### src/pkg/uart_lin_pkg.sv
// Constants, types and state layout of the serial engine with line break.
//
// Overview of operation
// - Buffer accepts next byte once shifting starts.
// - Status bit 1 shows buffer still holds byte.
// - Status bit 0 shows frame being shifted.
// - Flags pass 10, 11, 01 while loading.
// - Falling edge, half bit later low means start.
// - Stop bit loads buffer unless overrun; pulses done, or error line on an error with merge low.
// - Parity error keeps frame running to stop.
// - Receiver checks only one stop bit.
// - Parity, framing and overrun errors are flagged.
// - Reading error status clears it.
// - Merge bit low routes errors to error line.
// - Receive input changes when two samples agree.
// - Break trigger drives 13 to 20 low bits.
// - After break the transmitter idles, or loads a byte written during the break.
// - Break receive enable arms break detection.
// - Long break pulses done, clears flags, buffer kept.
// - No error flags during break reception.
// - Short break is ignored, detection stays armed.
// - Mode bits 7, 6, 5: power, transmit, receive.
// - Frame: start, 7 or 8 bits, parity, stops.
// - Transmit done pulses after final stop bit.
package uart_lin_pkg;

    // ------------------------------------------------------------
    // Register map
    // ------------------------------------------------------------
    localparam logic [2:0] ADDR_MODE = 3'h0;
    localparam logic [2:0] ADDR_TX_STATUS = 3'h1;
    localparam logic [2:0] ADDR_RX_ERROR = 3'h2;
    localparam logic [2:0] ADDR_BREAK_CTRL = 3'h3;
    localparam logic [2:0] ADDR_BAUD_DIV = 3'h4;
    localparam logic [2:0] ADDR_DATA = 3'h5;

    // ------------------------------------------------------------
    // Field positions and codes
    // ------------------------------------------------------------
    localparam int MODE_POWER = 7;
    localparam int MODE_TX_EN = 6;
    localparam int MODE_RX_EN = 5;
    localparam int MODE_PAR_HI = 4;
    localparam int MODE_PAR_LO = 3;
    localparam int MODE_CHAR8 = 2;
    localparam int MODE_STOP2 = 1;
    localparam int MODE_MERGE = 0;
    localparam int BRK_RX_FLAG = 7;
    localparam int BRK_RX_EN = 6;
    localparam int BRK_TX_TRIG = 5;
    localparam int BRK_LEN_HI = 4;
    localparam int BRK_LEN_LO = 2;
    localparam int BRK_DIR_MSB = 1;
    localparam int BRK_TX_INV = 0;
    localparam logic [1:0] PAR_NONE = 2'h0;
    localparam logic [1:0] PAR_ZERO = 2'h1;
    localparam logic [1:0] PAR_ODD = 2'h2;
    localparam logic [1:0] PAR_EVEN = 2'h3;
    localparam logic [4:0] BRK_TX_BASE = 5'h0d;
    localparam logic [4:0] BRK_RX_MIN_BITS = 5'h0b;

    // ------------------------------------------------------------
    // Reset values
    // ------------------------------------------------------------
    localparam logic [7:0] MODE_RESET = 8'h01;
    localparam logic [7:0] BAUD_DIV_RESET = 8'hff;
    localparam logic [7:0] RX_BUF_RESET = 8'hff;

    typedef enum logic [1:0] {
        TX_IDLE = 2'b00,
        TX_LOAD = 2'b01,
        TX_SHIFT = 2'b10
    } tx_state_t;

    typedef enum logic [1:0] {
        RX_IDLE = 2'b00,
        RX_START = 2'b01,
        RX_BITS = 2'b10
    } rx_state_t;

    typedef struct packed {
        logic [7:0] mode;
        logic [7:0] div;
        logic [2:0] brk_len;
        logic dir_msb;
        logic tx_inv;
        logic brk_rx_en;
        logic brk_rx_flag;
        logic brk_tx_trig;
        logic [7:0] tx_buf;
        logic tx_full;
        logic tx_busy;
        logic tx_brk;
        tx_state_t tx_state;
        logic [19:0] tx_sh;
        logic [4:0] tx_left;
        logic [8:0] tx_cnt;
        logic [2:0] sync;
        logic rx_filt;
        logic rx_prev;
        rx_state_t rx_state;
        logic [8:0] rx_cnt;
        logic [3:0] rx_bits;
        logic [7:0] rx_sh;
        logic rx_par;
        logic [4:0] rx_low;
        logic [7:0] rx_buf;
        logic rx_full;
        logic ove;
        logic fe;
        logic pe;
        logic [7:0] rd_data;
        logic tx_pin;
        logic tx_irq;
        logic rx_irq;
        logic rxe_irq;
    } engine_t;

    localparam engine_t ENGINE_RESET = '{
        mode: MODE_RESET, div: BAUD_DIV_RESET, brk_len: 3'h0,
        dir_msb: 1'b0, tx_inv: 1'b0, brk_rx_en: 1'b0,
        brk_rx_flag: 1'b0, brk_tx_trig: 1'b0, tx_buf: 8'h00,
        tx_full: 1'b0, tx_busy: 1'b0, tx_brk: 1'b0,
        tx_state: TX_IDLE, tx_sh: 20'hfffff, tx_left: 5'h00,
        tx_cnt: 9'h000, sync: 3'h7, rx_filt: 1'b1, rx_prev: 1'b1,
        rx_state: RX_IDLE, rx_cnt: 9'h000, rx_bits: 4'h0,
        rx_sh: 8'h00, rx_par: 1'b0, rx_low: 5'h00,
        rx_buf: RX_BUF_RESET, rx_full: 1'b0, ove: 1'b0, fe: 1'b0,
        pe: 1'b0, rd_data: 8'h00, tx_pin: 1'b1, tx_irq: 1'b0,
        rx_irq: 1'b0, rxe_irq: 1'b0
    };

endpackage

### src/verilog/uart_lin_engine.sv
// Serial transmit and receive engine with line break support.
//
// Local design decisions: the plain strobed port and the address map.
`timescale 1ns/1ps
`default_nettype none
module uart_lin_engine
    import uart_lin_pkg::*;
#(
    parameter int BRK_RX_MIN = 11
) (
    input wire logic i_clock,
    input wire logic i_rst_n,
    input wire logic [2:0] i_addr,
    input wire logic [7:0] i_wr_data,
    input wire logic i_wr,
    input wire logic i_rd,
    output logic [7:0] o_rd_data,
    input wire logic i_rx_pin,
    output logic o_tx_pin,
    output logic o_tx_done_irq,
    output logic o_rx_done_irq,
    output logic o_rx_error_irq
);

    // ------------------------------------------------------------
    // Elaboration checks
    // ------------------------------------------------------------
    if (BRK_RX_MIN < 2 || BRK_RX_MIN > 31) begin : g_bad_min
        $error("BRK_RX_MIN must lie between 2 and 31.");
    end

    localparam logic [4:0] BRK_MIN = 5'(BRK_RX_MIN);

    // ------------------------------------------------------------
    // Helpers
    // ------------------------------------------------------------
    function automatic logic [7:0] reverse_bits(input logic [7:0] v,
                                                input logic char8);
        logic [7:0] r;
        r = 8'h00;
        for (int i = 0; i < 8; i++) begin
            r[i] = v[7 - i];
        end
        return char8 ? r : {1'b0, r[7:1]};
    endfunction

    function automatic logic [4:0] frame_len(input logic [7:0] m);
        logic [4:0] n;
        n = m[MODE_CHAR8] ? 5'h09 : 5'h08;
        if (m[MODE_PAR_HI:MODE_PAR_LO] != PAR_NONE) begin
            n = n + 5'h01;
        end
        return m[MODE_STOP2] ? n + 5'h02 : n + 5'h01;
    endfunction

    // Bit 0 leaves the pin first; unused upper positions stay high.
    function automatic logic [19:0] build_frame(input logic [7:0] data,
                                                input logic [7:0] m,
                                                input logic msb);
        logic [7:0] d;
        logic [19:0] f;
        logic p;
        logic [4:0] pos;
        d = msb ? reverse_bits(data, m[MODE_CHAR8]) : data;
        if (!m[MODE_CHAR8]) begin
            d[7] = 1'b0;
        end
        p = ^d;
        f = 20'hfffff;
        f[0] = 1'b0;
        pos = m[MODE_CHAR8] ? 5'h09 : 5'h08;
        for (int i = 0; i < 8; i++) begin
            if (5'(i + 1) < pos) begin
                f[i + 1] = d[i];
            end
        end
        case (m[MODE_PAR_HI:MODE_PAR_LO])
            PAR_ZERO: f[pos] = 1'b0;
            PAR_ODD: f[pos] = ~p;
            PAR_EVEN: f[pos] = p;
            default: f[pos] = 1'b1;
        endcase
        return f;
    endfunction

    function automatic logic bit_done(input logic [8:0] cnt,
                                      input logic [7:0] div);
        return cnt == ({div, 1'b0} - 9'h001);
    endfunction

    engine_t s_q;
    engine_t s_d;

    always_comb begin
        logic [7:0] data;
        logic [3:0] nd;
        logic par_en;
        logic err;
        engine_t keep;
        data = 8'h00;
        nd = 4'h0;
        par_en = 1'b0;
        err = 1'b0;
        keep = ENGINE_RESET;
        s_d = s_q;
        s_d.rd_data = 8'h00;
        s_d.tx_irq = 1'b0;
        s_d.rx_irq = 1'b0;
        s_d.rxe_irq = 1'b0;

        // --------------------------------------------------------
        // Input filter
        // --------------------------------------------------------
        // The first stage only feeds the second, keeping metastable
        // values out of the comparison.
        s_d.sync = {s_q.sync[1:0], i_rx_pin};
        if (s_q.sync[1] == s_q.sync[2]) begin
            s_d.rx_filt = s_q.sync[2];
        end
        s_d.rx_prev = s_q.rx_filt;

        // --------------------------------------------------------
        // Register reads
        // --------------------------------------------------------
        if (i_rd) begin
            case (i_addr)
                ADDR_MODE: s_d.rd_data = s_q.mode;
                ADDR_TX_STATUS: s_d.rd_data =
                    {6'h00, s_q.tx_full, s_q.tx_busy};
                ADDR_RX_ERROR: begin
                    s_d.rd_data = {5'h00, s_q.pe, s_q.fe, s_q.ove};
                    s_d.pe = 1'b0;
                    s_d.fe = 1'b0;
                    s_d.ove = 1'b0;
                end
                ADDR_BREAK_CTRL: s_d.rd_data = {s_q.brk_rx_flag,
                    s_q.brk_rx_en, s_q.brk_tx_trig, s_q.brk_len,
                    s_q.dir_msb, s_q.tx_inv};
                ADDR_BAUD_DIV: s_d.rd_data = s_q.div;
                ADDR_DATA: begin
                    s_d.rd_data = s_q.rx_buf;
                    s_d.rx_full = 1'b0;
                end
                default: s_d.rd_data = 8'h00;
            endcase
        end

        // --------------------------------------------------------
        // Register writes
        // --------------------------------------------------------
        if (i_wr) begin
            case (i_addr)
                ADDR_MODE: s_d.mode = i_wr_data;
                ADDR_BREAK_CTRL: begin
                    s_d.brk_len = i_wr_data[BRK_LEN_HI:BRK_LEN_LO];
                    s_d.dir_msb = i_wr_data[BRK_DIR_MSB];
                    s_d.tx_inv = i_wr_data[BRK_TX_INV];
                    s_d.brk_rx_en = i_wr_data[BRK_RX_EN];
                    s_d.brk_rx_flag = i_wr_data[BRK_RX_EN];
                    if (i_wr_data[BRK_TX_TRIG] && s_q.mode[MODE_TX_EN]) begin
                        s_d.brk_tx_trig = 1'b1;
                    end
                end
                ADDR_BAUD_DIV: s_d.div = i_wr_data;
                ADDR_DATA: begin
                    if (s_q.mode[MODE_TX_EN]) begin
                        s_d.tx_buf = i_wr_data;
                        s_d.tx_full = 1'b1;
                    end
                end
                default: begin
                end
            endcase
        end

        // --------------------------------------------------------
        // Transmitter
        // --------------------------------------------------------
        case (s_q.tx_state)
            TX_IDLE: begin
                if (s_q.tx_full) begin
                    s_d.tx_busy = 1'b1;
                    s_d.tx_state = TX_LOAD;
                end else if (s_q.brk_tx_trig) begin
                    s_d.tx_sh = 20'h00000;
                    s_d.tx_left = BRK_TX_BASE + {2'h0, s_q.brk_len};
                    s_d.tx_brk = 1'b1;
                    s_d.tx_busy = 1'b1;
                    s_d.tx_cnt = 9'h000;
                    s_d.tx_state = TX_SHIFT;
                end
            end
            TX_LOAD: begin
                s_d.tx_sh = build_frame(s_q.tx_buf, s_q.mode,
                    s_q.dir_msb);
                s_d.tx_left = frame_len(s_q.mode);
                s_d.tx_full = s_d.tx_full & i_wr &
                    (i_addr == ADDR_DATA);
                s_d.tx_brk = 1'b0;
                s_d.tx_cnt = 9'h000;
                s_d.tx_state = TX_SHIFT;
            end
            TX_SHIFT: begin
                s_d.tx_cnt = s_q.tx_cnt + 9'h001;
                if (bit_done(s_q.tx_cnt, s_q.div)) begin
                    s_d.tx_cnt = 9'h000;
                    s_d.tx_sh = {1'b1, s_q.tx_sh[19:1]};
                    s_d.tx_left = s_q.tx_left - 5'h01;
                    if (s_q.tx_left == 5'h01) begin
                        s_d.tx_irq = 1'b1;
                        if (s_q.tx_brk) begin
                            s_d.brk_tx_trig = 1'b0;
                        end
                        // Returning to idle, or loading a byte written meanwhile, resumes normal sending.
                        if (s_d.tx_full) begin
                            s_d.tx_state = TX_LOAD;
                        end else begin
                            s_d.tx_busy = 1'b0;
                            s_d.tx_state = TX_IDLE;
                        end
                    end
                end
            end
            default: s_d.tx_state = TX_IDLE;
        endcase
        s_d.tx_pin = (s_d.tx_state == TX_SHIFT ? s_d.tx_sh[0] : 1'b1)
            ^ s_q.tx_inv;
        if (!s_q.mode[MODE_TX_EN]) begin
            s_d.tx_state = TX_IDLE;
            s_d.tx_full = 1'b0;
            s_d.tx_busy = 1'b0;
            s_d.brk_tx_trig = 1'b0;
            s_d.tx_pin = 1'b1;
        end

        // --------------------------------------------------------
        // Receiver
        // --------------------------------------------------------
        nd = s_q.mode[MODE_CHAR8] ? 4'h8 : 4'h7;
        par_en = s_q.mode[MODE_PAR_HI:MODE_PAR_LO] != PAR_NONE;
        case (s_q.rx_state)
            RX_IDLE: begin
                if (s_q.rx_prev && !s_q.rx_filt) begin
                    s_d.rx_cnt = 9'h000;
                    s_d.rx_state = RX_START;
                end
            end
            RX_START: begin
                s_d.rx_cnt = s_q.rx_cnt + 9'h001;
                if (s_q.rx_cnt == {1'b0, s_q.div} - 9'h001) begin
                    s_d.rx_cnt = 9'h000;
                    s_d.rx_bits = 4'h0;
                    s_d.rx_sh = 8'h00;
                    s_d.rx_par = 1'b0;
                    s_d.rx_low = 5'h01;
                    s_d.rx_state = s_q.rx_filt ? RX_IDLE : RX_BITS;
                end
            end
            RX_BITS: begin
                s_d.rx_cnt = s_q.rx_cnt + 9'h001;
                if (bit_done(s_q.rx_cnt, s_q.div)) begin
                    s_d.rx_cnt = 9'h000;
                    s_d.rx_bits = s_q.rx_bits + 4'h1;
                    if (s_q.brk_rx_en) begin
                        // Error flags are left alone here.
                        if (!s_q.rx_filt) begin
                            if (s_q.rx_low != 5'h1f) begin
                                s_d.rx_low = s_q.rx_low + 5'h01;
                            end
                        end else begin
                            s_d.rx_state = RX_IDLE;
                            if (s_q.rx_low >= BRK_MIN) begin
                                s_d.rx_irq = 1'b1;
                                s_d.brk_rx_en = 1'b0;
                                s_d.brk_rx_flag = 1'b0;
                            end
                        end
                    end else if (s_q.rx_bits < nd) begin
                        s_d.rx_par = s_q.rx_par ^ s_q.rx_filt;
                        s_d.rx_sh = s_q.dir_msb ?
                            {s_q.rx_sh[6:0], s_q.rx_filt} :
                            {s_q.rx_filt, s_q.rx_sh[7:1]};
                    end else if (par_en && s_q.rx_bits == nd) begin
                        // A bad parity is only recorded; the frame runs on.
                        case (s_q.mode[MODE_PAR_HI:MODE_PAR_LO])
                            PAR_ODD: s_d.rx_par =
                                ~(s_q.rx_par ^ s_q.rx_filt);
                            PAR_EVEN: s_d.rx_par = s_q.rx_par ^ s_q.rx_filt;
                            default: s_d.rx_par = 1'b0;
                        endcase
                    end else begin
                        // Only the first stop bit is checked.
                        s_d.rx_state = RX_IDLE;
                        data = s_q.rx_sh;
                        if (!s_q.dir_msb && !s_q.mode[MODE_CHAR8]) begin
                            data = {1'b0, s_q.rx_sh[7:1]};
                        end
                        if (!s_q.mode[MODE_CHAR8]) begin
                            data[7] = 1'b0;
                        end
                        err = (par_en & s_q.rx_par) | ~s_q.rx_filt |
                            s_q.rx_full;
                        if (par_en && s_q.rx_par) begin
                            s_d.pe = 1'b1;
                        end
                        if (!s_q.rx_filt) begin
                            s_d.fe = 1'b1;
                        end
                        if (s_q.rx_full) begin
                            s_d.ove = 1'b1;
                        end else begin
                            s_d.rx_buf = data;
                            s_d.rx_full = 1'b1;
                        end
                        if (err && !s_q.mode[MODE_MERGE]) begin
                            s_d.rxe_irq = 1'b1;
                        end else begin
                            s_d.rx_irq = 1'b1;
                        end
                    end
                end
            end
            default: s_d.rx_state = RX_IDLE;
        endcase
        if (!s_q.mode[MODE_RX_EN]) begin
            s_d.rx_state = RX_IDLE;
            s_d.rx_irq = 1'b0;
            s_d.rxe_irq = 1'b0;
        end

        // --------------------------------------------------------
        // Power
        // --------------------------------------------------------
        // Clearing power drops all engine state except the sync stages, mode, divider, break length, order and inversion, which are kept.
        if (!s_q.mode[MODE_POWER]) begin
            keep = s_d;
            s_d = ENGINE_RESET;
            s_d.mode = keep.mode;
            s_d.div = keep.div;
            s_d.brk_len = keep.brk_len;
            s_d.dir_msb = keep.dir_msb;
            s_d.tx_inv = keep.tx_inv;
            s_d.sync = keep.sync;
            if (i_rd) begin
                case (i_addr)
                    ADDR_MODE: s_d.rd_data = s_q.mode;
                    ADDR_BAUD_DIV: s_d.rd_data = s_q.div;
                    ADDR_DATA: s_d.rd_data = RX_BUF_RESET;
                    default: s_d.rd_data = 8'h00;
                endcase
            end
        end
    end

    always_ff @(posedge i_clock) begin
        if (!i_rst_n) begin
            s_q <= ENGINE_RESET;
        end else begin
            s_q <= s_d;
        end
    end

    assign o_rd_data = s_q.rd_data;
    assign o_tx_pin = s_q.tx_pin;
    assign o_tx_done_irq = s_q.tx_irq;
    assign o_rx_done_irq = s_q.rx_irq;
    assign o_rx_error_irq = s_q.rxe_irq;

endmodule // uart_lin_engine
`default_nettype wire

### config.mk
export PLATFORM = sky130hd
export DESIGN_NAME = uart_lin_engine
export DESIGN_NICKNAME = d
export VERILOG_FILES = /design/src/pkg/uart_lin_pkg.sv /design/src/verilog/uart_lin_engine.sv
export SDC_FILE = /design/constraint.sdc
export NUM_CORES = 1
export LEC_CHECK = 0
export ABC_AREA = 1
export BUFFER_PORTS_ARGS = -buffer_cell sky130_fd_sc_hd__buf_2
export CAP_MARGIN = 15
export CORE_UTILIZATION = 30
export DETAILED_ROUTE_END_ITERATION = 7
export GPL_TIMING_DRIVEN = 0
export PLACE_DENSITY = 0.52
export SYNTH_ARGS = -nofsm -noshare
export SYNTH_HDL_FRONTEND = slang
export SYNTH_SLANG_ARGS = --single-unit
### constraint.sdc
create_clock -name i_clock -period 2.5 [get_ports i_clock]
set_clock_uncertainty 0.15 [all_clocks]
set_input_delay 0.25 -clock i_clock [delete_from_list [all_inputs] [get_ports i_clock]]
set_output_delay 0.25 -clock i_clock [all_outputs]
set_load 0.005 [all_outputs]
==> results_tabular.tex, run 1 <==
\begin{tabular}{lr}
\hline
Metric & Value \\
\hline
\multicolumn{2}{l}{\textbf{Setup path}} \\
\quad Critical path required time & 2630 ps \\
\quad Data arrival time of the critical path & about 2500 ps \\
\quad Launching point of the worst reg2reg path & s\_q[114] \\
\quad Worst setup slack for register-to-register paths & 90 ps \\
\quad List of cells traversed by the critical path & inv\_4 > ha\_4 > nand2\_2 > o21ai\_2 > nor2\_1 > nand3\_2 > nor2\_2 > nand3\_2 > nor2\_4 > nand2\_2 > nand2\_4 > nand2\_4 > nor2\_4 > buf\_6 > nand3\_1 > nand2\_1 > nor2\_1 \\
\quad Cell family with the largest share of critical-path delay & simple AND/OR/NAND/NOR gates \\
\quad Cell at the slowest stage of the critical path & dfxtp\_4 \\
\quad Critical Path Max Stage Delay & 380 ps \\
\quad Endpoint type of the worst setup path & flop \\
\quad Largest fanout of any net on the critical path & 5 \\
\quad Category of the critical setup timing path & reg2reg \\
\quad Terminus of the critical flop-to-flop path & s\_q[36] \\
\quad R2R depth & 17 \\
\quad Crit path buf inv count & 2 \\
\quad Startpoint type of the worst setup path & flop \\
\multicolumn{2}{l}{\textbf{Synthesis}} \\
\quad Cell type with the largest total area after synthesis & dfxtp\_1 \\
\quad Register bit total from synthesis & 129 \\
\quad Area of the mapped netlist & 7360 um2 \\
\quad Sequential fraction of the synthesis area & 35.1\% \\
\quad Cell count after synthesis & 1,107 \\
\quad Yosys warnings & 0 \\
\quad Avg Inst Size Synth & around 6.6 um2 \\
\quad Area share of the largest cell type after synthesis & 35.1\% \\
\quad Number of library cell types mapped by synthesis & 47 \\
\quad Main area contributors after synthesis & dfxtp\_1 35\%, nand2\_1 16\%, inv\_1 7.0\% \\
\quad Net count after synthesis & between 1k and 1.5k \\
\multicolumn{2}{l}{\textbf{Min path}} \\
\quad Hold path start & i\_wr\_data[5] \\
\quad Number of cells on the worst hold path & 3 \\
\quad Class of the tightest hold or removal check & in2reg \\
\quad Worst Hold End & s\_q[118] \\
\multicolumn{2}{l}{\textbf{Global route}} \\
\quad Overflow after GRT & 0 \\
\quad Largest net degree at the start of global routing & 17 \\
\quad Global-route wire length before repair & 35,700 um \\
\quad Vias in the first global route & 6,614 \\
\quad Initial antenna violation count & 1 \\
\quad Total routing usage reported by global routing & a little under a fifth \\
\multicolumn{2}{l}{\textbf{Clocking}} \\
\quad CTS tree & done \\
\quad Clk slew on worst S/H paths & 60 ps \\
\quad Clock net sink count & 129 \\
\quad Clock latency on the worst-skew pair & 430 ps \\
\quad Level count of the clock H-tree & 4 \\
\quad Number of clock buffers inserted by TritonCTS & 17 \\
\quad Clock root buffer & clkbuf\_16 \\
\quad Maximum number of buffers from clock root to sink & 2 \\
\multicolumn{2}{l}{\textbf{Layout}} \\
\quad Net count of the finished layout & 1,222 \\
\quad Post-Route Utilization & 38.1\% \\
\quad Most common cell after layout, fill and taps aside & nand2\_1 \\
\quad Share of post-route cells with drive strength above 1 & 16.8\% \\
\quad Filler Cell Count & 2,542 \\
\quad Top library cells by usage in the layout, fill and taps aside & 294 x nand2\_1, 127 x inv\_1, 122 x dfxtp\_1 \\
\quad Growth of design area from synthesis to finish & 22.9\% \\
\multicolumn{2}{l}{\textbf{Floorplanning}} \\
\quad Placement Rows & 56 \\
\quad Number of primary I/O pins & 28 \\
\quad Effective utilization at floorplan & a little under a third \\
\quad CORE AREA & 23,800 um2 \\
\quad Die width & 159 um \\
\quad Vertical die dimension & 159 um \\
\quad Overall die area & 25,200 um2 \\
\multicolumn{2}{l}{\textbf{STA}} \\
\quad Max transition margin & 25.0\% \\
\quad Pin slew with the least headroom to its limit & 1120 ps \\
\quad Min Tclk post-route & between 2000 and 2500 ps \\
\quad Share of the clock period used by the worst path after layout & 96.5\% \\
\quad Slew Limit Fails & 0 \\
\quad Unrepaired setup endpoints after global routing & yes \\
\quad Maximum operating frequency & between 0.4 and 0.5 GHz \\
\quad Final Hold Vio Count & 0 \\
\quad Setup violators final & 0 \\
\multicolumn{2}{l}{\textbf{Pwr}} \\
\quad Overall power of the completed layout & 4.88 mW \\
\quad Total power density per cell area & 540 nW/um2 \\
\quad Total leakage power & 3.73 nW \\
\quad Peak supply drop & approximately 0.35 mV \\
\multicolumn{2}{l}{\textbf{Routing}} \\
\quad Total Wirelength & about 23,000 um \\
\quad Via density per instance & slightly below 5 \\
\quad Per-cell routed wire length & between 15 and 20 um \\
\quad Number of detailed-route iterations in the first pass & 5 \\
\quad DRC marker count from the first detailed-route iteration & 628 \\
\quad Vias & $\sim$7.3k \\
\quad Antenna Violating Nets Remaining & 0 \\
\quad DRC & 0 \\
\multicolumn{2}{l}{\textbf{Placed design}} \\
\quad Final GP Congestion & 0.860 \\
\quad Post-DP HPWL & 17,300 um \\
\quad Port Buffer Count & 26 \\
\multicolumn{2}{l}{\textbf{Run status}} \\
\quad Run status & finished clean \\
\multicolumn{2}{l}{\textbf{Run}} \\
\quad Max Cap Violations & 0 \\
\hline
\end{tabular}
[power breakdown]
group          leakage, nW  internal [mW]  switching, mW
combinational         2.41         0.0808          0.172
sequential            1.04           2.07         0.0211
clock                0.284           1.51           1.03
total                 3.73           3.66           1.23
[metrics by stage]
step / hold WS (ps) / TNS [ps] / std cells / area, um2 / setup slack (ps)
floorplan: 207 / 0 / 1107 / 7360 / 76.8
global placement: 247 / -36020 / 1452 / 7890 / -576
detailed placement: 252 / -35150 / 1452 / 7890 / -555
CTS: 6.70 / 0 / 1499 / 8690 / 10.4
global route: 7.89 / -126 / 1518 / 9040 / -27.1
finish: 16.7 / 0 / 1519 / 9050 / 86.7
[synthesized netlist by cell type, drive strengths merged]
master	n
inv	141
a211oi	3
or2	3
nand2	313
xor2	15
a31oi	4
a41oi	6
nand3	83
a21oi	60
dfxtp	129
and2	1
o21ai	77
o31ai	2
nor4	3
clkinv	2
nand3b	4
o221ai	9
nor3	18
o22ai	3
buf	16
a21boi	1
xnor2	2
a22oi	1
ha	20
clkbuf	27
o21bai	2
o32ai	1
o2111ai	6
nand4	27
a21o	2
nor2	112
o211ai	14
[metal layers]
layer / vias up / global-route usage [%] / part of all wire (%)
met5: - / 0 / 0
met2: 149 / 30.5 / 46
li1: 3800 / - / -
met1: 3357 / 25.4 / 49
met4: 0 / 4.99 / 1.3
met3: 24 / 3.95 / 4.0
[cell type report]
cell class | count | area, um2 | area share, %
Buffer | 39 | 218 | 2.41
Clock buffer | 18 | 439 | 4.85
Antenna cell | 1 | 2.50 | 0.0277
Multi-Input combinational cell | 792 | 4220 | 46.7
Inverter | 143 | 571 | 6.31
Sequential cell | 129 | 2600 | 28.8
Tap cell | 319 | 399 | 4.41
Clock inverter | 14 | 154 | 1.70
Timing Repair Buffer | 64 | 438 | 4.84
[worst max-delay path by stage]
stage | from | end | slack (ps) | cells past startpoint
after floorplan | s_q[113] | s_q[20] | 80 | 18
after global routing | s_q[113] | s_q[20] | -30 | 16
after CTS | s_q[128] | s_q[78] | 10 | 6
after global placement | s_q[113] | s_q[20] | -580 | 18
final | s_q[114] | s_q[36] | 90 | 17
after detailed placement | s_q[113] | s_q[20] | -550 | 18
[registers in the layout, indices dropped and copies added (netlist names)]
name            flops
s_q               117
o_rd_data           8
o_rx_done_irq       1
o_rx_error_irq      1
o_tx_done_irq       1
o_tx_pin            1
[worst min-delay path: stages]
cell      delay [ps]
buf_2            170
nand2_1           70
o211ai_1          70
[logic make-up (layout without fill, tap and decap cells)]
logic type	after synthesis	count (layout)	share of synthesized area, %
compound gates	191	191	15.4
xor+xnor	17	17	2.02
fa+ha+maj	20	20	3.40
buf+inv	186	278	10.2
flops	129	129	35.1
other cells	0	1	0
simple gates	564	564	33.9
[timing repair]
item,4_1_cts,5_1_grt
setup buffers,12,20
gates resized for setup,30,70
gates cloned,1,1
setup endpoints to repair,85,74
hold buffers,4,0
endpoints found under the hold margin,6,0
pin swaps,11,25
Note: power is estimated with default switching activity, not from simulation.
==> inputs of run 2 (changes only) <==
clock period = 2.2 ns   (was 2.5 ns; I/O delays follow)
==> results_tabular.tex, run 2 (same netlist as run 1, synthesis figures left out) <==
\begin{tabular}{lr}
\hline
Metric & Value \\
\hline
\multicolumn{2}{l}{\textbf{Floorplanning}} \\
\quad Vertical die dimension & 159 um \\
\quad Effective utilization at floorplan & between 30 and 40\% \\
\quad CORE AREA & about 24,000 um2 \\
\quad Number of primary I/O pins & 28 \\
\quad Overall die area & 25,200 um2 \\
\quad Die width & 159 um \\
\quad Placement Rows & 56 \\
\multicolumn{2}{l}{\textbf{STA}} \\
\quad Slew Limit Fails & 0 \\
\quad Pin slew with the least headroom to its limit & 895 ps \\
\quad Unrepaired setup endpoints after global routing & yes \\
\quad Max transition margin & 40.3\% \\
\quad Setup violators final & 77 \\
\quad Post-route setup slack & -216 ps \\
\quad Share of the clock period used by the worst path after layout & 110\% \\
\quad Maximum operating frequency & 0.414 GHz \\
\quad Final Hold Vio Count & 0 \\
\quad Min Tclk post-route & between 2000 and 2500 ps \\
\multicolumn{2}{l}{\textbf{Clocking}} \\
\quad Maximum number of buffers from clock root to sink & 2 \\
\quad Clock latency on the worst-skew pair & 420 ps \\
\quad Clock net sink count & 129 \\
\quad Number of clock buffers inserted by TritonCTS & 17 \\
\quad Clk slew on worst S/H paths & 60 ps \\
\quad CTS tree & done \\
\quad Level count of the clock H-tree & 4 \\
\quad Clock root buffer & clkbuf\_16 \\
\multicolumn{2}{l}{\textbf{Setup path}} \\
\quad Critical path required time & 2360 ps \\
\quad Endpoint type of the worst setup path & flop \\
\quad Data arrival time of the critical path & 2570 ps \\
\quad Critical Path Max Stage Delay & 410 ps \\
\quad List of cells traversed by the critical path & nor2\_1 > inv\_1 > nand4\_1 > nand2\_2 > inv\_1 > nand2\_2 > nor2\_2 > nand2\_4 > nor2\_4 > inv\_4 > buf\_8 > a21oi\_2 > o21ai\_1 \\
\quad Category of the critical setup timing path & reg2reg \\
\quad Cell at the slowest stage of the critical path & nor2\_1 \\
\quad Startpoint type of the worst setup path & flop \\
\quad Largest fanout of any net on the critical path & 6 \\
\multicolumn{2}{l}{\textbf{Run status}} \\
\quad Run status & complete, but fails checks \\
\quad Violations in the final reports & setup timing \\
\multicolumn{2}{l}{\textbf{Pwr}} \\
\quad Peak supply drop & 0.378 mV \\
\quad Total power density per cell area & roughly 600 nW/um2 \\
\quad Overall power of the completed layout & 5.87 mW \\
\quad Total leakage power & 4.12 nW \\
\multicolumn{2}{l}{\textbf{Layout}} \\
\quad Net count of the finished layout & 1,253 \\
\quad Flip-flop count of the largest register, all copies and words added & 117 \\
\quad Growth of design area from synthesis to finish & 35.2\% \\
\quad Register with the most flip-flops & s\_q \\
\quad Most common cell after layout, fill and taps aside & nand2\_1 \\
\quad Cell area after layout & 9950 um2 \\
\quad Number of standard cells in the final layout excluding fillers & 1,551 \\
\quad Top library cells by usage in the layout, fill and taps aside & 281 x nand2\_1, 126 x inv\_1, 123 x dfxtp\_1 \\
\quad Share of post-route cells with drive strength above 1 & 24.7\% \\
\multicolumn{2}{l}{\textbf{Routing}} \\
\quad Number of detailed-route iterations in the first pass & 4 \\
\quad WL met3 & 1160 um \\
\quad Antenna Violating Nets Remaining & 0 \\
\quad Length of routed wiring on met1 & $\sim$12,000 um \\
\quad Top metal layer carrying routed signals & met4 \\
\quad Via density per instance & 4.88 \\
\quad DRC marker count from the first detailed-route iteration & 568 \\
\quad DRC & 0 \\
\quad Vias & between 7k and 8k \\
\quad Met2 wirelength from detailed routing & 11,100 um \\
\quad Per-cell routed wire length & 15.7 um \\
\quad Total Wirelength & 24,400 um \\
\multicolumn{2}{l}{\textbf{Placed design}} \\
\quad Post-DP HPWL & 17,000 um \\
\quad Placed Instances & 1,452 \\
\quad Final GP Congestion & 0.888 \\
\quad DP Area & 7970 um2 \\
\quad Port Buffer Count & 26 \\
\quad Worst setup slack after placement & -526 ps \\
\multicolumn{2}{l}{\textbf{Global route}} \\
\quad Overflow after GRT & 0 \\
\quad Global-route wire length before repair & $\sim$38,000 um \\
\quad Vias in the first global route & 7,088 \\
\quad Initial antenna violation count & 2 \\
\quad Largest net degree at the start of global routing & 17 \\
\quad Total routing usage reported by global routing & 19.8\% \\
\multicolumn{2}{l}{\textbf{Min path}} \\
\quad Class of the tightest hold or removal check & in2reg \\
\multicolumn{2}{l}{\textbf{Run}} \\
\quad Max Cap Violations & 0 \\
\hline
\end{tabular}
==> run 2: cell type report <==
class                   count  area, um2
flip-flops and latches    129       2600
diodes                      2       5.00
repair buffers             93        785
well taps                 319        399
inverters                 143        579
clock buffers              23        478
clock inverters             9        178
multi-input cells         793       4660
plain buffers              40        267
fillers                  2459      13800
==> run 2: worst paths after layout <==
kind / startpoint / endpoint / slack [ps] / cells past startpoint
max: s_q[124] / s_q[20] / -220 / 13
min: i_wr_data[0] / s_q[113] / 10 / 3
max reg2reg: s_q[124] / s_q[20] / -220 / 13
min reg2reg: s_q[55] / s_q[56] / 260 / 1
==> run 2: critical path: cells and delay by family, from the launching register on <==
kind	cells	cell delay, ps
simple gates	7	1040
compound gates	2	180
flops	1	390
buf+inv	4	530
==> run 2: metal layers <==
layer  track usage (%)  up-vias
met3              4.08       37
met2              32.1      173
met1              26.5     3483
met4              5.72        0
met5                 0        -
li1                  -     3871
==> run 2: metrics by stage <==
stage | hold slack [ps] | TNS, ps | utilization [%]
after floorplan | 177 | -571 | -
after global placement | 247 | -32960 | 33.5
after detailed placement | 251 | -32850 | 33.5
after CTS | 4.54 | -9960 | 40.4
after global routing | 23.4 | -20760 | 41.9
final | 11.8 | -9810 | 41.9
==> run 2: where the power goes <==
| group | switching [mW] | total (mW) | internal [mW] |
|---|---|---|---|
| sequential | 0.0223 | 2.38 | 2.35 |
| combinational | 0.200 | 0.304 | 0.104 |
| clock | 1.09 | 3.19 | 2.10 |
==> run 2: repair_timing <==
| action | in CTS | in global routing |
|---|---|---|
| hold endpoints to repair | 13 | 0 |
| buffers inserted | 45 | 8 |
| pin swaps | 43 | 33 |
| hold buffers | 9 | 0 |
| cloned | 7 | 0 |
| resized for setup | 124 | 87 |
| endpoints found under the setup margin | 91 | 88 |
==> inputs of run 3 (changes only) <==
--- a/config.mk
+++ b/config.mk
@@ -9,7 +9,7 @@
 export BUFFER_PORTS_ARGS = -buffer_cell sky130_fd_sc_hd__buf_2
-export CAP_MARGIN = 15
-export CORE_UTILIZATION = 30
+export CAP_MARGIN = 10
+export CORE_UTILIZATION = 56
 export DETAILED_ROUTE_END_ITERATION = 7
 export GPL_TIMING_DRIVEN = 0
-export PLACE_DENSITY = 0.52
+export PLACE_DENSITY = 0.82
 export SYNTH_ARGS = -nofsm -noshare
==> constraint.sdc (replaced) <==
create_clock -name i_clock -period 2.2 [get_ports i_clock]
set_clock_uncertainty 0.15 [all_clocks]
set_input_delay 0.11 -clock i_clock [delete_from_list [all_inputs] [get_ports i_clock]]
set_output_delay 0.11 -clock i_clock [all_outputs]
set_load 0.005 [all_outputs]
==> results_tabular.tex, run 3 (same netlist as run 1, synthesis figures left out) <==
\begin{tabular}{lr}
\hline
Metric & Value \\
\hline
\multicolumn{2}{l}{\textbf{Clocking}} \\
\quad Clock latency on the worst-skew pair & 430 ps \\
\quad Clk slew on worst S/H paths & 60 ps \\
\quad Number of clock buffers inserted by TritonCTS & 17 \\
\quad Clock net sink count & 129 \\
\quad Clock root buffer & clkbuf\_16 \\
\quad Level count of the clock H-tree & 4 \\
\quad CTS tree & done \\
\quad Maximum number of buffers from clock root to sink & 2 \\
\multicolumn{2}{l}{\textbf{Routing}} \\
\quad DRC marker count from the first detailed-route iteration & 833 \\
\quad WL met3 & 1950 um \\
\quad Top metal layer carrying routed signals & met4 \\
\quad Vias & between 8k and 9k \\
\quad Number of detailed-route iterations in the first pass & 6 \\
\quad Per-cell routed wire length & about 17 um \\
\quad Via density per instance & a little under 6 \\
\quad Total Wirelength & approximately 23,000 um \\
\quad Length of routed wiring on met1 & about 9300 um \\
\quad DRC & 0 \\
\quad Met2 wirelength from detailed routing & 11,000 um \\
\quad Antenna Violating Nets Remaining & 0 \\
\multicolumn{2}{l}{\textbf{Floorplanning}} \\
\quad Overall die area & 13,600 um2 \\
\quad Number of primary I/O pins & 28 \\
\quad Effective utilization at floorplan & roughly 58\% \\
\quad CORE AREA & 12,700 um2 \\
\quad Placement Rows & 41 \\
\quad Die width & 117 um \\
\quad Vertical die dimension & 117 um \\
\multicolumn{2}{l}{\textbf{Placed design}} \\
\quad Final GP Congestion & 0.944 \\
\quad Port Buffer Count & 26 \\
\quad DP Area & 7780 um2 \\
\quad Post-DP HPWL & roughly 15,000 um \\
\multicolumn{2}{l}{\textbf{STA}} \\
\quad Pin slew with the least headroom to its limit & around 1100 ps \\
\quad Unrepaired setup endpoints after global routing & yes \\
\quad Maximum operating frequency & 0.405 GHz \\
\quad Min Tclk post-route & 2470 ps \\
\quad Share of the clock period used by the worst path after layout & 112\% \\
\quad Post-route setup slack & -270 ps \\
\quad Setup violators final & about 80 \\
\quad Final Hold Vio Count & 0 \\
\quad Final-layout setup total negative slack & -13,440 ps \\
\quad Slew Limit Fails & 0 \\
\quad Max transition margin & between 20\% and 30\% \\
\multicolumn{2}{l}{\textbf{Run status}} \\
\quad Violations in the final reports & setup timing \\
\quad Run status & complete, but fails checks \\
\multicolumn{2}{l}{\textbf{Layout}} \\
\quad Register with the most flip-flops & s\_q \\
\quad ANT cells & 0 \\
\quad Most common cell after layout, fill and taps aside & nand2\_1 \\
\quad Growth of design area from synthesis to finish & 27.2\% \\
\quad Cell area after layout & 9360 um2 \\
\quad Net count of the finished layout & 1,246 \\
\quad Flip-flop count of the largest register, all copies and words added & roughly 120 \\
\quad Share of post-route cells with drive strength above 1 & 21.8\% \\
\quad Post-Route Utilization & 73.6\% \\
\quad Top library cells by usage in the layout, fill and taps aside & 271 x nand2\_1, 127 x inv\_1, 123 x dfxtp\_1 \\
\multicolumn{2}{l}{\textbf{Min path}} \\
\quad Number of cells on the worst hold path & 5 \\
\quad Worst Hold End & s\_q[96] \\
\quad Hold path start & i\_addr[0] \\
\quad Class of the tightest hold or removal check & in2reg \\
\multicolumn{2}{l}{\textbf{Setup path}} \\
\quad Launching point of the worst reg2reg path & s\_q[123] \\
\quad Endpoint type of the worst setup path & flop \\
\quad List of cells traversed by the critical path & inv\_2 > clkbuf\_8 > buf\_4 > ha\_2 > nor2\_2 > o21ai\_1 > nand2\_1 > nand2\_2 > inv\_2 > nand2\_2 > nor2\_2 > nand2\_4 > nor2\_4 > inv\_4 > buf\_6 > a21oi\_2 > o21ai\_1 \\
\quad Worst setup slack for register-to-register paths & -270 ps \\
\quad Terminus of the critical flop-to-flop path & s\_q[20] \\
\quad R2R depth & 17 \\
\quad Cell at the slowest stage of the critical path & dfxtp\_4 \\
\quad Startpoint type of the worst setup path & flop \\
\quad Critical path required time & 2360 ps \\
\quad Category of the critical setup timing path & reg2reg \\
\quad Data arrival time of the critical path & 2630 ps \\
\quad Largest fanout of any net on the critical path & 6 \\
\quad Critical Path Max Stage Delay & 370 ps \\
\multicolumn{2}{l}{\textbf{Pwr}} \\
\quad Total power density per cell area & 590 nW/um2 \\
\quad Total leakage power & 3.96 nW \\
\quad Overall power of the completed layout & about 5.5 mW \\
\quad Peak supply drop & 0.760 mV \\
\multicolumn{2}{l}{\textbf{Global route}} \\
\quad Total routing usage reported by global routing & 34.0\% \\
\quad Global-route wire length before repair & 34,900 um \\
\quad Initial antenna violation count & 0 \\
\quad Vias in the first global route & just over 7k \\
\quad Overflow after GRT & 0 \\
\quad Largest net degree at the start of global routing & 17 \\
\multicolumn{2}{l}{\textbf{Run}} \\
\quad Max Cap Violations & 0 \\
\hline
\end{tabular}
[run 3: changes by cell type in the layout (fill, tap and decap cells not counted), moves of 5 or more]
cell and delta:
nand2_2 +9, o221ai_1 +9, nand3_2 -9, clkinv_2 +5, o221ai_2 -9, nand3_1 +11
dlygate4sd3_1 +5, nand2_1 -10, o21ai_2 -6
[run 3: stage by stage]
| stage | hold slack, ps | std cells | setup slack [ps] |
|---|---|---|---|
| floorplan | 66.5 | 1107 | -84.0 |
| global placement | 145 | 1305 | -473 |
| detailed placement | 150 | 1305 | -492 |
| CTS | 99.4 | 1383 | -203 |
| global route | 85.1 | 1392 | -356 |
| finish | 76.9 | 1392 | -270 |
[run 3: area by class of cell]
type / count / area (um2)
plain buffers: 41 / 260
clock buffers: 18 / 439
clock inverters: 11 / 140
fillers: 999 / 3360
inverters: 143 / 559
multi-input cells: 792 / 4460
flip-flops and latches: 129 / 2600
well taps: 172 / 215
repair buffers: 86 / 694
[run 3: report_power, final]
| group | leakage, nW | internal [mW] | switching (mW) |
|---|---|---|---|
| sequential | 1.04 | 2.35 | 0.0222 |
| combinational | 2.63 | 0.107 | 0.198 |
| clock | 0.287 | 1.78 | 1.06 |
[run 3: timing repair]
| item | in CTS | in global routing |
|---|---|---|
| buffers inserted | 35 | 10 |
| hold endpoints to repair | 36 | 0 |
| endpoints found under the setup margin | 88 | 85 |
| gates resized for setup | 81 | 74 |
| gates cloned | 2 | 0 |
| hold buffers | 14 | 0 |
| pin swaps | 45 | 34 |
[run 3: worst max-delay path by stage]
| stage | startpoint | to | slack (ps) | cells after the start |
|---|---|---|---|---|
| final | s_q[123] | s_q[20] | -270 | 17 |
| after global routing | s_q[114] | s_q[105] | -360 | 15 |
| after floorplan | s_q[113] | s_q[20] | -80 | 18 |
| after CTS | s_q[114] | s_q[30] | -200 | 18 |
| after global placement | s_q[114] | s_q[20] | -470 | 18 |
| after detailed placement | s_q[113] | s_q[20] | -490 | 18 |
[run 3: worst max-delay path, delay by kind of cell, from the launching register on]
family,cells,cell delay [ps]
AO/OA/AOI/OAI,3,270
buffers and inverters,6,630
flip-flops,1,370
adder cells (fa/ha/maj),1,170
AND/OR/NAND/NOR,7,770
[run 3: metal layers]
metal / vias to the layer above / global-route usage [%]
li1: 3834 / -
met1: 3666 / 41.2
met2: 419 / 56.6
met3: 112 / 7.63
met4: 0 / 17.4
met5: - / 0
